## config.mk

```make
export PLATFORM = sky130hd
export DESIGN_NAME = cam_top
export DESIGN_NICKNAME = d
export VERILOG_FILES = /design/src/cam_pkg.sv /design/src/cam_sync.sv /design/src/cam_edge_pick.sv /design/src/cam_top.sv
export SDC_FILE = /design/constraint.sdc
export NUM_CORES = 1
export LEC_CHECK = 0
export BUFFER_PORTS_ARGS = -buffer_cell sky130_fd_sc_hd__clkbuf_2
export CAP_MARGIN = 25
export CORE_UTILIZATION = 45
export DETAILED_ROUTE_END_ITERATION = 7
export PLACE_DENSITY = 0.65
export RECOVER_POWER = 25
export REMOVE_ABC_BUFFERS = 1
export SYNTH_ARGS = -nofsm -noshare
export SYNTH_HDL_FRONTEND = slang
export SYNTH_HIERARCHICAL = 1
export SYNTH_SLANG_ARGS = --single-unit
```

## constraint.sdc

```tcl
create_clock -name pclk -period 3.01 [get_ports pclk]
set_input_delay 0 -clock pclk [delete_from_list [all_inputs] [get_ports pclk]]
set_output_delay 0 -clock pclk [all_outputs]
set_load 0.02 [all_outputs]
```

## src/cam_pkg.sv

```systemverilog
// Purpose: shared constants and types of the clock accuracy monitor
// Assumes: APB register access, 32-bit data, one word per register
// Notes: offsets are byte addresses on the APB bus
package cam_pkg;
   // -------------------------------------------------------------
   // register offsets
   // -------------------------------------------------------------
   localparam logic [7:0] CAM_OFF_CTRL1 = 8'h00;   // measure_control_1
   localparam logic [7:0] CAM_OFF_CTRL2 = 8'h04;   // measure_control_2
   localparam logic [7:0] CAM_OFF_STOP = 8'h08;    // module stop control
   localparam logic [7:0] CAM_OFF_UPPER = 8'h0C;   // upper count limit
   localparam logic [7:0] CAM_OFF_LOWER = 8'h10;   // lower count limit
   localparam logic [7:0] CAM_OFF_COUNT = 8'h14;   // captured count, read only
   localparam logic [7:0] CAM_OFF_STATUS = 8'h18;  // sticky events, write one to clear
   localparam logic [7:0] CAM_OFF_MASK = 8'h1C;    // interrupt mask

   // -------------------------------------------------------------
   // field positions
   // -------------------------------------------------------------
   localparam int CAM_EN_BIT = 0;        // ctrl1: measurement enable
   localparam int CAM_EXT_BIT = 0;       // ctrl2: use external reference pin
   localparam int CAM_SEL_LSB = 1;       // selector field low bit
   localparam int CAM_SEL_MSB = 3;       // selector field high bit
   localparam int CAM_ST_END = 0;        // status: measurement end
   localparam int CAM_ST_FERR = 1;       // status: frequency error
   localparam int CAM_ST_OVF = 2;        // status: counter overflow
   localparam int CAM_ST_BUSY = 7;       // status: interval running, read only
   localparam int CAM_NEVT = 3;          // number of event bits

   // -------------------------------------------------------------
   // clock source codes
   // -------------------------------------------------------------
   localparam logic [2:0] CAM_CLK_MAIN = 3'h0;   // main oscillator
   localparam logic [2:0] CAM_CLK_SUB = 3'h1;    // sub-oscillator
   localparam logic [2:0] CAM_CLK_FAST = 3'h2;   // fast internal oscillator
   localparam logic [2:0] CAM_CLK_SLOW = 3'h3;   // slow internal oscillator
   localparam logic [2:0] CAM_CLK_WDT = 3'h4;    // watchdog oscillator clock
   localparam logic [2:0] CAM_CLK_PERIPHERAL_CLOCK_B = 3'h5;  // peripheral clock b
   localparam int CAM_NSRC = 7;                  // six clocks plus the pin
   localparam int CAM_EXT_IDX = 6;               // position of the pin

   // -------------------------------------------------------------
   // reset values
   // -------------------------------------------------------------
   localparam logic [7:0] CAM_CTRL_RST = 8'h00;
   localparam logic CAM_STOP_RST = 1'b1;
   localparam logic [15:0] CAM_UPPER_RST = 16'hFFFF;
   localparam logic [15:0] CAM_LOWER_RST = 16'h0000;
   localparam logic [2:0] CAM_MASK_RST = 3'h0;

   // measurement sequencer
   typedef enum logic [1:0] {CAM_IDLE, CAM_ARM, CAM_MEAS} cam_state_t;
endpackage

```

## src/cam_sync.sv

```systemverilog
// Purpose: two-flop synchronisers for the monitored clock inputs
// Assumes: inputs are slow against pclk or merely sampled
// Notes: one generate loop, one lane per input
`timescale 1ns/1ps
module cam_sync #(
   parameter int N = 7              // number of lanes
) (
   input wire logic pclk,           // bus clock
   input wire logic presetn,        // async reset, active low
   input wire logic [N-1:0] din,    // raw levels
   output logic [N-1:0] dout        // synchronised levels
);
   // -------------------------------------------------------------
   // synchroniser lanes
   // -------------------------------------------------------------
   genvar i;
   generate
      for (i = 0; i < N; i++) begin : g_lane
         logic meta_q;   // first stage, read only by the second
         logic meta_d;
         logic sync_q;
         logic sync_d;
         // next values
         always_comb begin
            meta_d = din[i];
            sync_d = meta_q;
         end
         // registers
         always_ff @(posedge pclk or negedge presetn) begin
            if (!presetn) begin
               meta_q <= 1'b0;
               sync_q <= 1'b0;
            end else begin
               meta_q <= meta_d;
               sync_q <= sync_d;
            end
         end
         assign dout[i] = sync_q;
      end
   endgenerate
endmodule

```

## src/cam_edge_pick.sv

```systemverilog
// Purpose: pick one synchronised clock by code and flag its rising edges
// Assumes: illegal codes never written by software; they yield no edges
// Notes: legacy build removes main oscillator and peripheral clock b
`timescale 1ns/1ps
module cam_edge_pick import cam_pkg::*; #(
   parameter bit LEGACY = 1'b0            // earliest silicon subset
) (
   input wire logic pclk,                 // bus clock
   input wire logic presetn,              // async reset, active low
   input wire logic [CAM_NSRC-1:0] src,   // synchronised sources
   input wire logic [2:0] sel,            // clock select code
   input wire logic use_ext,              // take the external pin instead
   output logic edge_q                    // one-cycle pulse per rising edge
);
   logic lvl_q;    // previous picked level
   logic lvl_d;
   logic edge_d;
   logic valid;    // selected code exists on this build

   // -------------------------------------------------------------
   // source pick and edge detect
   // -------------------------------------------------------------
   always_comb begin
      valid = (sel <= CAM_CLK_PERIPHERAL_CLOCK_B);
      if (LEGACY && (sel == CAM_CLK_MAIN || sel == CAM_CLK_PERIPHERAL_CLOCK_B)) begin
         valid = 1'b0;
      end
      if (use_ext) begin
         lvl_d = src[CAM_EXT_IDX];
      end else if (valid) begin
         lvl_d = src[sel];
      end else begin
         lvl_d = 1'b0;  // unsupported code: no edges rather than garbage
      end
      edge_d = lvl_d & ~lvl_q;
   end

   // registers
   always_ff @(posedge pclk or negedge presetn) begin
      if (!presetn) begin
         lvl_q <= 1'b0;
         edge_q <= 1'b0;
      end else begin
         lvl_q <= lvl_d;
         edge_q <= edge_d;
      end
   end
endmodule

```

## src/cam_top.sv

```systemverilog
// Purpose: clock accuracy monitor with APB registers and one interrupt
// Assumes: all clock inputs are sampled in the pclk domain
// Notes: measured clocks must run below half of pclk to be counted
//
// Summary of operation
// - measured select bits 3:1, six clock codes
// - reference select bits 3:1, same six codes
// - external reference pin usable as reference
// - end, frequency error, overflow events raised
// - module stop halts the block
// - legacy build: only codes 001 to 100
`timescale 1ns/1ps
module cam_top import cam_pkg::*; #(
   parameter int CNT_W = 16,                  // counter width
   parameter bit LEGACY = 1'b0                // earliest silicon subset
) (
   input wire logic pclk,                     // bus clock
   input wire logic presetn,                  // async reset, active low
   input wire logic [7:0] paddr,              // apb address
   input wire logic psel,                     // apb select
   input wire logic penable,                  // apb access phase
   input wire logic pwrite,                   // apb direction
   input wire logic [31:0] pwdata,            // apb write data
   output logic [31:0] prdata,                // apb read data
   output logic pready,                       // apb ready
   output logic pslverr,                      // apb error
   input wire logic main_oscillator,          // main oscillator clock
   input wire logic sub_oscillator,           // sub-oscillator clock
   input wire logic fast_internal_oscillator, // fast on-chip oscillator
   input wire logic slow_internal_oscillator, // slow on-chip oscillator
   input wire logic watchdog_oscillator_clock,// watchdog oscillator
   input wire logic peripheral_clock_b,       // peripheral clock b
   input wire logic external_reference_input, // reference pin
   output logic irq                           // level interrupt
);
   // -------------------------------------------------------------
   // declarations
   // -------------------------------------------------------------
   logic [CAM_NSRC-1:0] raw_src;   // raw clock levels
   logic [CAM_NSRC-1:0] sync_src;  // synchronised levels
   logic meas_edge;                // measured clock rising edge
   logic ref_edge;                 // reference rising edge
   logic en_q, en_d;               // measurement enable
   logic [2:0] meas_sel_q, meas_sel_d;  // measured_clock_select
   logic [2:0] ref_sel_q, ref_sel_d;    // reference_clock_select
   logic ext_q, ext_d;             // reference from pin
   logic stop_q, stop_d;           // module stop
   logic [CNT_W-1:0] upper_q, upper_d;  // upper limit
   logic [CNT_W-1:0] lower_q, lower_d;  // lower limit
   logic [CNT_W-1:0] cap_q, cap_d;      // count of last interval
   logic [CAM_NEVT-1:0] status_q, status_d;  // sticky events
   logic [CAM_NEVT-1:0] mask_q, mask_d;      // interrupt mask
   logic [CAM_NEVT-1:0] evt;       // events of this cycle
   logic [CNT_W-1:0] count_q, count_d;  // running edge count
   cam_state_t state_q, state_d;   // sequencer
   logic [31:0] prdata_q, prdata_d;
   logic pready_q, pready_d;
   logic pslverr_q, pslverr_d;
   logic irq_q, irq_d;
   logic setup;                    // apb setup cycle
   logic wr_done;                  // write completes at this edge
   logic hit;                      // address decodes to a register
   logic [31:0] rd_word;           // read mux

   assign raw_src = {external_reference_input, peripheral_clock_b,
      watchdog_oscillator_clock, slow_internal_oscillator,
      fast_internal_oscillator, sub_oscillator, main_oscillator};

   // -------------------------------------------------------------
   // clock input path
   // -------------------------------------------------------------
   cam_sync #(.N(CAM_NSRC)) u_sync (
      .pclk(pclk),
      .presetn(presetn),
      .din(raw_src),
      .dout(sync_src)
   );

   // the measured side never looks at the pin
   cam_edge_pick #(.LEGACY(LEGACY)) u_meas (
      .pclk(pclk),
      .presetn(presetn),
      .src(sync_src),
      .sel(meas_sel_q),
      .use_ext(1'b0),
      .edge_q(meas_edge)
   );

   cam_edge_pick #(.LEGACY(LEGACY)) u_ref (
      .pclk(pclk),
      .presetn(presetn),
      .src(sync_src),
      .sel(ref_sel_q),
      .use_ext(ext_q),
      .edge_q(ref_edge)
   );

   // -------------------------------------------------------------
   // apb decode and register writes
   // -------------------------------------------------------------
   // a refused address still answers in the access cycle, so a bad
   // offset never stalls the bus; pslverr tells software it missed
   always_comb begin
      setup = psel && !penable;
      wr_done = psel && penable && pready_q && pwrite && !pslverr_q;
      hit = (paddr[1:0] == 2'h0) && (paddr <= CAM_OFF_MASK);
      pready_d = setup;   // no wait state, ready always from a flop
      pslverr_d = setup ? !hit : 1'b0;
      en_d = en_q;
      meas_sel_d = meas_sel_q;
      ref_sel_d = ref_sel_q;
      ext_d = ext_q;
      stop_d = stop_q;
      upper_d = upper_q;
      lower_d = lower_q;
      mask_d = mask_q;
      if (wr_done) begin
         unique case (paddr)
            CAM_OFF_CTRL1: begin
               en_d = pwdata[CAM_EN_BIT];
               meas_sel_d = pwdata[CAM_SEL_MSB:CAM_SEL_LSB];
            end
            CAM_OFF_CTRL2: begin
               ext_d = pwdata[CAM_EXT_BIT];
               ref_sel_d = pwdata[CAM_SEL_MSB:CAM_SEL_LSB];
            end
            CAM_OFF_STOP: stop_d = pwdata[0];
            CAM_OFF_UPPER: upper_d = pwdata[CNT_W-1:0];
            CAM_OFF_LOWER: lower_d = pwdata[CNT_W-1:0];
            CAM_OFF_MASK: mask_d = pwdata[CAM_NEVT-1:0];
            default: ;    // count and status need no stored write here
         endcase
      end
   end

   // -------------------------------------------------------------
   // read mux, captured in the setup cycle
   // -------------------------------------------------------------
   // capturing at setup keeps prdata straight from a flop, at the cost
   // of showing the value one cycle older than the access edge
   always_comb begin
      rd_word = 32'h0000_0000;
      unique case (paddr)
         CAM_OFF_CTRL1: rd_word[3:0] = {meas_sel_q, en_q};
         CAM_OFF_CTRL2: rd_word[3:0] = {ref_sel_q, ext_q};
         CAM_OFF_STOP: rd_word[0] = stop_q;
         CAM_OFF_UPPER: rd_word[CNT_W-1:0] = upper_q;
         CAM_OFF_LOWER: rd_word[CNT_W-1:0] = lower_q;
         CAM_OFF_COUNT: rd_word[CNT_W-1:0] = cap_q;
         CAM_OFF_STATUS: begin
            rd_word[CAM_NEVT-1:0] = status_q;
            rd_word[CAM_ST_BUSY] = (state_q == CAM_MEAS);
         end
         CAM_OFF_MASK: rd_word[CAM_NEVT-1:0] = mask_q;
         default: rd_word = 32'h0000_0000;  // unmapped: mux gives zero, but prdata is not captured and keeps its last value
      endcase
      prdata_d = (setup && !pwrite && hit) ? rd_word : prdata_q;
   end

   // -------------------------------------------------------------
   // measurement sequencer
   // -------------------------------------------------------------
   // a new interval starts on every reference edge; a measured edge in
   // the same cycle is counted into the new interval, not the old one
   // overflow only flags the wrap; the interval keeps counting on
   always_comb begin
      state_d = state_q;
      count_d = count_q;
      cap_d = cap_q;
      evt = '0;
      if (stop_q || !en_q) begin
         state_d = CAM_IDLE;
         count_d = '0;
      end else begin
         unique case (state_q)
            CAM_IDLE: state_d = CAM_ARM;
            CAM_ARM: begin
               if (ref_edge) begin
                  state_d = CAM_MEAS;
                  count_d = meas_edge ? CNT_W'(1) : '0;
               end
            end
            CAM_MEAS: begin
               if (ref_edge) begin
                  cap_d = count_q;
                  evt[CAM_ST_END] = 1'b1;
                  evt[CAM_ST_FERR] = (count_q > upper_q) || (count_q < lower_q);
                  count_d = meas_edge ? CNT_W'(1) : '0;
               end else if (meas_edge) begin
                  evt[CAM_ST_OVF] = &count_q;
                  count_d = count_q + CNT_W'(1);  // wraps to zero
               end
            end
         endcase
      end
   end

   // -------------------------------------------------------------
   // sticky status and interrupt
   // -------------------------------------------------------------
   // an event in the clearing cycle survives: set wins over clear
   always_comb begin
      status_d = status_q;
      if (wr_done && paddr == CAM_OFF_STATUS) begin
         status_d = status_q & ~pwdata[CAM_NEVT-1:0];
      end
      status_d = status_d | evt;
      irq_d = |(status_d & mask_d);
   end

   // -------------------------------------------------------------
   // registers
   // -------------------------------------------------------------
   always_ff @(posedge pclk or negedge presetn) begin
      if (!presetn) begin
         en_q <= CAM_CTRL_RST[CAM_EN_BIT];
         meas_sel_q <= CAM_CTRL_RST[CAM_SEL_MSB:CAM_SEL_LSB];
         ref_sel_q <= CAM_CTRL_RST[CAM_SEL_MSB:CAM_SEL_LSB];
         ext_q <= CAM_CTRL_RST[CAM_EXT_BIT];
         stop_q <= CAM_STOP_RST;
         upper_q <= CAM_UPPER_RST[CNT_W-1:0];
         lower_q <= CAM_LOWER_RST[CNT_W-1:0];
         cap_q <= '0;
         status_q <= '0;
         mask_q <= CAM_MASK_RST;
         count_q <= '0;
         state_q <= CAM_IDLE;
         prdata_q <= 32'h0000_0000;
         pready_q <= 1'b0;
         pslverr_q <= 1'b0;
         irq_q <= 1'b0;
      end else begin
         en_q <= en_d;
         meas_sel_q <= meas_sel_d;
         ref_sel_q <= ref_sel_d;
         ext_q <= ext_d;
         stop_q <= stop_d;
         upper_q <= upper_d;
         lower_q <= lower_d;
         cap_q <= cap_d;
         status_q <= status_d;
         mask_q <= mask_d;
         count_q <= count_d;
         state_q <= state_d;
         prdata_q <= prdata_d;
         pready_q <= pready_d;
         pslverr_q <= pslverr_d;
         irq_q <= irq_d;
      end
   end

   assign prdata = prdata_q;
   assign pready = pready_q;
   assign pslverr = pslverr_q;
   assign irq = irq_q;
endmodule

```

==> results.sh, run 1 <==
export IMPL_net_count_final=761
export IMPL_netlist_area_pre_place_mm2=0.00604
export IMPL_post_synth_cell_area_avg_um2=10.3
export IMPL_outcome="finished, violations left"
export IMPL_number_of_global_route_vias_before_repair=4798
export IMPL_dp_cells=800
export IMPL_post_synth_top_count_cell="sky130_fd_sc_hd__dfrtp_1"
export IMPL_synth_top_area_frac=0.418
export IMPL_yosys_area_share_xor_xnor=0.0159
export IMPL_synth_top_family_by_area="simple AND/OR/NAND/NOR gates"
export IMPL_critical_path_endpoint_type="flip-flop"
export IMPL_failing_checks="capacitance limit, slew limit"
export IMPL_share_seq_of_total_power=0.430
export IMPL_ys_ff_latch=118
export IMPL_dr_first_iter_drc_count=340
export IMPL_slew_limit_headroom=-0.241
export IMPL_cap_violations=1
export IMPL_grt_overflow_total=0
export IMPL_worst_r2r_startpoint="upper_q[14]"
export IMPL_die_w_um=118
export IMPL_finish_cell_count_without_fillers=862
export IMPL_clock_latency_ns=0.43
export IMPL_synth_simple_area_share=0.143
export IMPL_post_cts_buffers=0
export IMPL_worst_hold_path_endpoint="mask_q[2]"
export IMPL_cts_buffer_count=17
export IMPL_multiInputGateArea_mm2=0.00273
export IMPL_core_region_area_mm2=0.0129
export IMPL_post_synth_main_area_contributors="sky130_fd_sc_hd__dfrtp_1 (42%), sky130_fd_sc_hd__dfstp_2 (7.4%), sky130_fd_sc_hd__ha_1 (6.6%)"
export IMPL_yosysTopAreaCell="sky130_fd_sc_hd__dfrtp_1"
export IMPL_power_frac_comb=0.048
export IMPL_power_density_cell_area_mw_per_mm2=517
export IMPL_timing_final_max_slew_violations=36
export IMPL_synth_adder_area_share=0.0662
export IMPL_number_of_diodes_added_for_antenna_fixing=0
export IMPL_irDropWorstVdd_mv=0.408
export IMPL_timing_critical_path_slowest_stage_cell="sky130_fd_sc_hd__dfstp_2"
export IMPL_hold_slack_ns=0.102
export IMPL_synth_compound_area_frac=0.134
export IMPL_reg2reg_depth=8
export IMPL_critPathMaxStageDelay_ns=0.53
export IMPL_synth_area_mux_share=0.0789
export IMPL_area_growth_synth_to_final_pct=20.8
export IMPL_antenna_violating_nets_post_route=0
export IMPL_cts_num_sinks=118
export IMPL_antenna_found_initial=0
export IMPL_clkSlewWorstSetupHoldPaths_ns=0.06
export IMPL_gpl_final_weighted_congestion=0.828
export IMPL_holdCritPathClass="input pin to flip-flop"
export IMPL_internal_power_mw=2.93
export IMPL_cts_htree_levels=4
export IMPL_cts_path_max_buffers=2
export IMPL_drt_wirelength_per_cell_um=16.8
export IMPL_cts_root_buffer="sky130_fd_sc_hd__clkbuf_16"
export IMPL_sequential_area_share_after_synthesis=0.492
export IMPL_critical_path_peak_fanout=3
export IMPL_finalHoldViolCount=0
export IMPL_dp_hpwl_um=10000
export IMPL_synth_edf_count=0
export IMPL_timing_fmax_mhz=402
export IMPL_total_leakage_power_nw=3.56
export IMPL_postSynth_asyncResetShare=1.00
export IMPL_timing_hold_worst_path_depth=4
export IMPL_fin_skew_ns=0.0102
export IMPL_boundaryPins=87
export IMPL_holdCritStartpoint="penable"
export IMPL_grt_start_max_net_pins=36
export IMPL_yosysWarningCount=6
export IMPL_worstPathRequired_ns=3.29
export IMPL_wirelength_um=14400
export IMPL_postSynth_topFlopCell="sky130_fd_sc_hd__dfrtp_1"
export IMPL_area_of_the_die_mm2=0.0139
export IMPL_post_route_cells_drive_above_1_share=0.219
export IMPL_total_switching_power_mw=0.843
export IMPL_report_final_setup_viol=0
export IMPL_rrSetupSlack_ns=0.52
export IMPL_drc_errors=0
export IMPL_worstMarginPinSlew_ns=1.86
export IMPL_synth_common_cells="sky130_fd_sc_hd__dfrtp_1 (101), sky130_fd_sc_hd__nand2_1 (75), sky130_fd_sc_hd__o21ai_0 (50), sky130_fd_sc_hd__inv_1 (38), sky130_fd_sc_hd__ha_1 (32)"
export IMPL_switching_share=0.223
export IMPL_post_drt_via_cell_ratio=5.46
export IMPL_rsz0062_at_grt="no"
export IMPL_share_clk_of_total_power=0.523
export IMPL_grt_first_pass_wirelength_um=24200
export IMPL_worst_setup_path_type="flip-flop to flip-flop"
export IMPL_synthesis_instances=588
export IMPL_post_cts_resized=0
export IMPL_drt_pass1_iterations=7
export IMPL_die_height_um=118
export IMPL_post_route_min_period_ns=2.49
export IMPL_share_of_the_cycle_needed_by_the_critical_path_after_routing=0.826
export IMPL_filler_cell_count=1106
export IMPL_synth_lib_cells_used_distinct=64
export IMPL_flip_flop_and_latch_area_mm2=0.00297
export IMPL_critical_path_cell_chain="inv_1, ha_1, a21oi_1, nand2_1, a221o_1, o31a_2, o31ai_1, o211ai_1"
export IMPL_worstSetupStartpointType="flip-flop"
export IMPL_cts_tree="yes"
export IMPL_global_route_usage_total=0.225
export IMPL_vias=4704
export IMPL_placement_rows=41
export IMPL_initial_utilization=0.469
export IMPL_regToRegEndpoint="irq"
export IMPL_port_buffers=54
export IMPL_timing_critical_path_arrival_ns=2.77
-- layout make-up --
type                       instances  area share
inverter                          38      0.0195
sequential                       118       0.407
clock buffer                      22      0.0636
clock inverter                    10      0.0146
multi-input combinational        404       0.373
tap                              172      0.0295
timing repair buffer              98      0.0920
-- through the flow --
stage | utilization | setup TNS [ns] | worst slack, ns | instance area (um^2) | total power [mW]
3_5_place_dp | 0.500 | 0 | 0.562 | 6440 | 1.80
4_1_cts | 0.567 | 0 | 0.529 | 7310 | 3.80
3_3_place_gp | 0.500 | 0 | 0.511 | 6440 | 1.80
6_report | 0.567 | 0 | 0.522 | 7300 | 3.77
2_1_floorplan | - | -7.35 | -0.632 | 5830 | 1.71
5_1_grt | 0.567 | 0 | 0.383 | 7300 | 3.89
-- power by group through the flow --
stage | Sequential (mW) | Clock [mW] | Combinational [mW]
final | 1.62 | 1.97 | 0.180
after global routing | 1.62 | 2.06 | 0.200
after CTS | 1.62 | 1.99 | 0.182
after detailed placement | 1.65 | 0 | 0.152
after global placement | 1.65 | 0 | 0.149
after floorplan | 1.65 | 0 | 0.0566
-- routing by layer --
metal	global-route usage	share of wire	up-vias	wire length, um
met5	0	0	-	0
met1	0.283	0.43	2316	6240
met3	0.0533	0.050	22	726
met4	0.0793	0.016	0	230
li1	-	-	2227	-
met2	0.376	0.50	139	7240
-- how the worst max path moves through the flow --
stage,from,endpoint,slack [ns]
after global routing,upper_q[5],irq,0.38
after floorplan,pslverr,lower_q[0],-0.63
after CTS,upper_q[14],irq,0.53
after global placement,upper_q[14],irq,0.51
final,upper_q[14],irq,0.52
after detailed placement,upper_q[14],irq,0.56
-- timing repair --
| item | 4_1_cts | 5_1_grt |
|---|---|---|
| hold buffers | 30 | 0 |
| hold endpoints to repair | 108 | 0 |
| setup endpoints to repair | 0 | 0 |
-- cell families after synthesis --
kind of cell | after synthesis
simple gates | 177
compound gates | 125
flops | 118
buf+inv | 83
mux | 41
fa+ha+maj | 32
xor+xnor | 11
other cells | 1
-- placed cells by master (no fill, tap or decap), types with 18 or more instances in the layout --
| master | Yosys | routed |
|---|---|---|
| sky130_fd_sc_hd__o21ai_0 | 50 | 50 |
| sky130_fd_sc_hd__nand2_1 | 75 | 75 |
| sky130_fd_sc_hd__ha_1 | 32 | 32 |
| sky130_fd_sc_hd__dlygate4sd3_1 | 0 | 30 |
| sky130_fd_sc_hd__dfrtp_1 | 101 | 101 |
| sky130_fd_sc_hd__nor2_1 | 26 | 26 |
| sky130_fd_sc_hd__inv_1 | 38 | 38 |
| sky130_fd_sc_hd__mux2_2 | 27 | 27 |
| sky130_fd_sc_hd__clkbuf_2 | 1 | 54 |
| sky130_fd_sc_hd__conb_1 | 1 | 18 |
-- sequential cells by signal, summed over array words and instances, names as in the netlist, 2 cells and up --
signal                flops
mask_q                    3
state_q                   2
count_q                  16
cap_q                    16
status_q                  3
prdata                   16
meas_sel_q                3
lower_q                  16
upper_q                  16
ref_sel_q                 3
u_sync/g_lane.meta_q      7
u_sync/g_lane.sync_q      7
-- critical path, delay by kind of cell, from the launching register on --
kind | cells | cell delay [ns]
buffers and inverters | 1 | 0.06
adder cells (fa/ha/maj) | 1 | 0.32
flip-flops | 1 | 0.53
AO/OA/AOI/OAI | 5 | 1.38
AND/OR/NAND/NOR | 1 | 0.07
No activity file was read; power rests on OpenSTA's default activity.
==> inputs of run 2 (changes only) <==
Settings changed: PLACE_DENSITY 0.65 to 0.68.
Clock period 3.01 ns to 2.2 ns, I/O delays scaled along.
==> results.sh, run 2 (synthesis gave the netlist of run 1 again) <==
export IMPL_outcome="finished clean"
export IMPL_worstSetupStartpointType="flip-flop"
export IMPL_initial_utilization=0.469
export IMPL_fin_skew_ns=0.0104
export IMPL_post_route_cells_drive_above_1_share=0.280
export IMPL_antenna_found_initial=0
export IMPL_filler_cell_count=1052
export IMPL_number_of_global_route_vias_before_repair=4978
export IMPL_grt_start_max_net_pins=45
export IMPL_antenna_violating_nets_post_route=0
export IMPL_critical_path_endpoint_type="flip-flop"
export IMPL_holdCritPathClass="input pin to flip-flop"
export IMPL_die_height_um=118
export IMPL_cts_tree="yes"
export IMPL_rrSetupSlack_ns=0.02
export IMPL_placement_rows=41
export IMPL_report_final_setup_viol=0
export IMPL_worst_setup_path_type="flip-flop to flip-flop"
export IMPL_finalHoldViolCount=0
export IMPL_timing_hold_worst_path_depth=5
export IMPL_hold_slack_ns=0.123
export IMPL_top_library_cells_by_usage_in_the_layout_fill_and_taps_aside="sky130_fd_sc_hd__dfrtp_1 (101), sky130_fd_sc_hd__nand2_1 (75), sky130_fd_sc_hd__clkbuf_2 (54)"
export IMPL_share_of_the_cycle_needed_by_the_critical_path_after_routing=0.993
export IMPL_net_count_final=786
export IMPL_slew_limit_headroom=0.239
export IMPL_flip_flop_and_latch_area_mm2=0.00297
export IMPL_finalPower_mw=5.33
export IMPL_global_route_usage_total=0.232
export IMPL_finalWorstSetupSlack_ns=0.0153
export IMPL_die_w_um=118
export IMPL_area_growth_synth_to_final_pct=27.2
export IMPL_post_drt_via_cell_ratio=5.51
export IMPL_boundaryPins=87
export IMPL_cts_htree_levels=4
export IMPL_cts_root_buffer="sky130_fd_sc_hd__clkbuf_16"
export IMPL_timing_fmax_mhz=458
export IMPL_core_region_area_mm2=0.0129
export IMPL_holdCritStartpoint="penable"
export IMPL_worstMarginPinSlew_ns=1.14
export IMPL_cts_path_max_buffers=2
export IMPL_cts_num_sinks=118
export IMPL_dp_hpwl_um=10500
export IMPL_grt_first_pass_wirelength_um=24800
export IMPL_multiInputGateArea_mm2=0.00288
export IMPL_clkSlewWorstSetupHoldPaths_ns=0.06
export IMPL_wirelength_um=15200
export IMPL_power_density_cell_area_mw_per_mm2=694
export IMPL_drt_wirelength_per_cell_um=17.1
export IMPL_timing_final_max_slew_violations=0
export IMPL_total_leakage_power_nw=3.68
export IMPL_grt_overflow_total=0
export IMPL_place_worst_setup_slack_ns=-0.155
export IMPL_rsz0062_at_grt="yes"
export IMPL_timing_critical_path_arrival_ns=2.48
export IMPL_worst_hold_path_endpoint="mask_q[0]"
export IMPL_drt_pass1_iterations=8
export IMPL_post_route_min_period_ns=2.18
export IMPL_gpl_final_weighted_congestion=0.859
export IMPL_irDropWorstVdd_mv=0.824
export IMPL_worstPathRequired_ns=2.50
export IMPL_drc_errors=0
export IMPL_number_of_diodes_added_for_antenna_fixing=0
export IMPL_cap_violations=0
export IMPL_port_buffers=54
export IMPL_reg2reg_depth=7
export IMPL_vias=4884
export IMPL_dr_first_iter_drc_count=445
export IMPL_worst_r2r_startpoint="upper_q[8]"
export IMPL_area_of_the_die_mm2=0.0139
export IMPL_critical_path_peak_fanout=2
export IMPL_cts_buffer_count=17
export IMPL_regToRegEndpoint="status_q[1]"
export IMPL_layout_core_utilization=0.597
export IMPL_mostFrequentLayoutCell="sky130_fd_sc_hd__dfrtp_1"
export IMPL_clock_latency_ns=0.42
-- run 2: area by class of cell --
| cell class | instances | share of cell area |
|---|---|---|
| sequential | 118 | 0.387 |
| multi-input combinational | 404 | 0.375 |
| timing repair buffer | 123 | 0.112 |
| clock buffer | 23 | 0.0635 |
| tap | 172 | 0.0280 |
| inverter | 38 | 0.0186 |
| clock inverter | 9 | 0.0161 |
-- run 2: per-layer routing --
metal / up-vias / track usage / wire length [um]
met5: - / 0 / 0
met4: 0 / 0.0889 / 248
met3: 22 / 0.0620 / 761
met2: 135 / 0.392 / 7770
met1: 2449 / 0.282 / 6420
li1: 2278 / - / -
-- run 2: repair_timing --
item | CTS | global route
buffers inserted | 2 | 0
hold buffers | 30 | 0
resized for setup | 8 | 16
setup endpoints to repair | 2 | 2
endpoints found under the hold margin | 94 | 0
pin swaps | 14 | 2
-- run 2: worst max-delay path, cell delays in order (launching register included) --
cell,delay (ns)
sky130_fd_sc_hd__dfstp_2,0.54
sky130_fd_sc_hd__inv_2,0.05
sky130_fd_sc_hd__ha_4,0.22
sky130_fd_sc_hd__nand4_1,0.21
sky130_fd_sc_hd__nor2_1,0.08
sky130_fd_sc_hd__a221o_1,0.32
sky130_fd_sc_hd__o31a_2,0.30
sky130_fd_sc_hd__or3_1,0.34
-- run 2: metrics by stage --
step | TNS (ns) | instance area [um^2] | std cells
final | 0 | 7690 | 887
after global routing | -0.109 | 7690 | 887
after CTS | 0 | 7610 | 887
after detailed placement | -0.286 | 6620 | 823
after global placement | -0.187 | 6610 | 822
after floorplan | -25.65 | 5830 | 560
-- run 2: worst max-delay path by stage --
stage                       end         from  cells past startpoint  slack [ns]
finish              status_q[1]   upper_q[8]                      7        0.02
floorplan            lower_q[0]      pslverr                      4       -1.44
detailed placement          irq  upper_q[14]                      8       -0.15
global placement    status_q[1]  upper_q[14]                      7       -0.09
global route        status_q[1]  upper_q[14]                      7       -0.06
CTS                         irq   upper_q[8]                      8        0.02
-- run 2: where the power goes --
part / switching, mW / internal [mW]
registers: 0.0159 / 2.20
logic: 0.154 / 0.102
clock network: 0.967 / 1.89
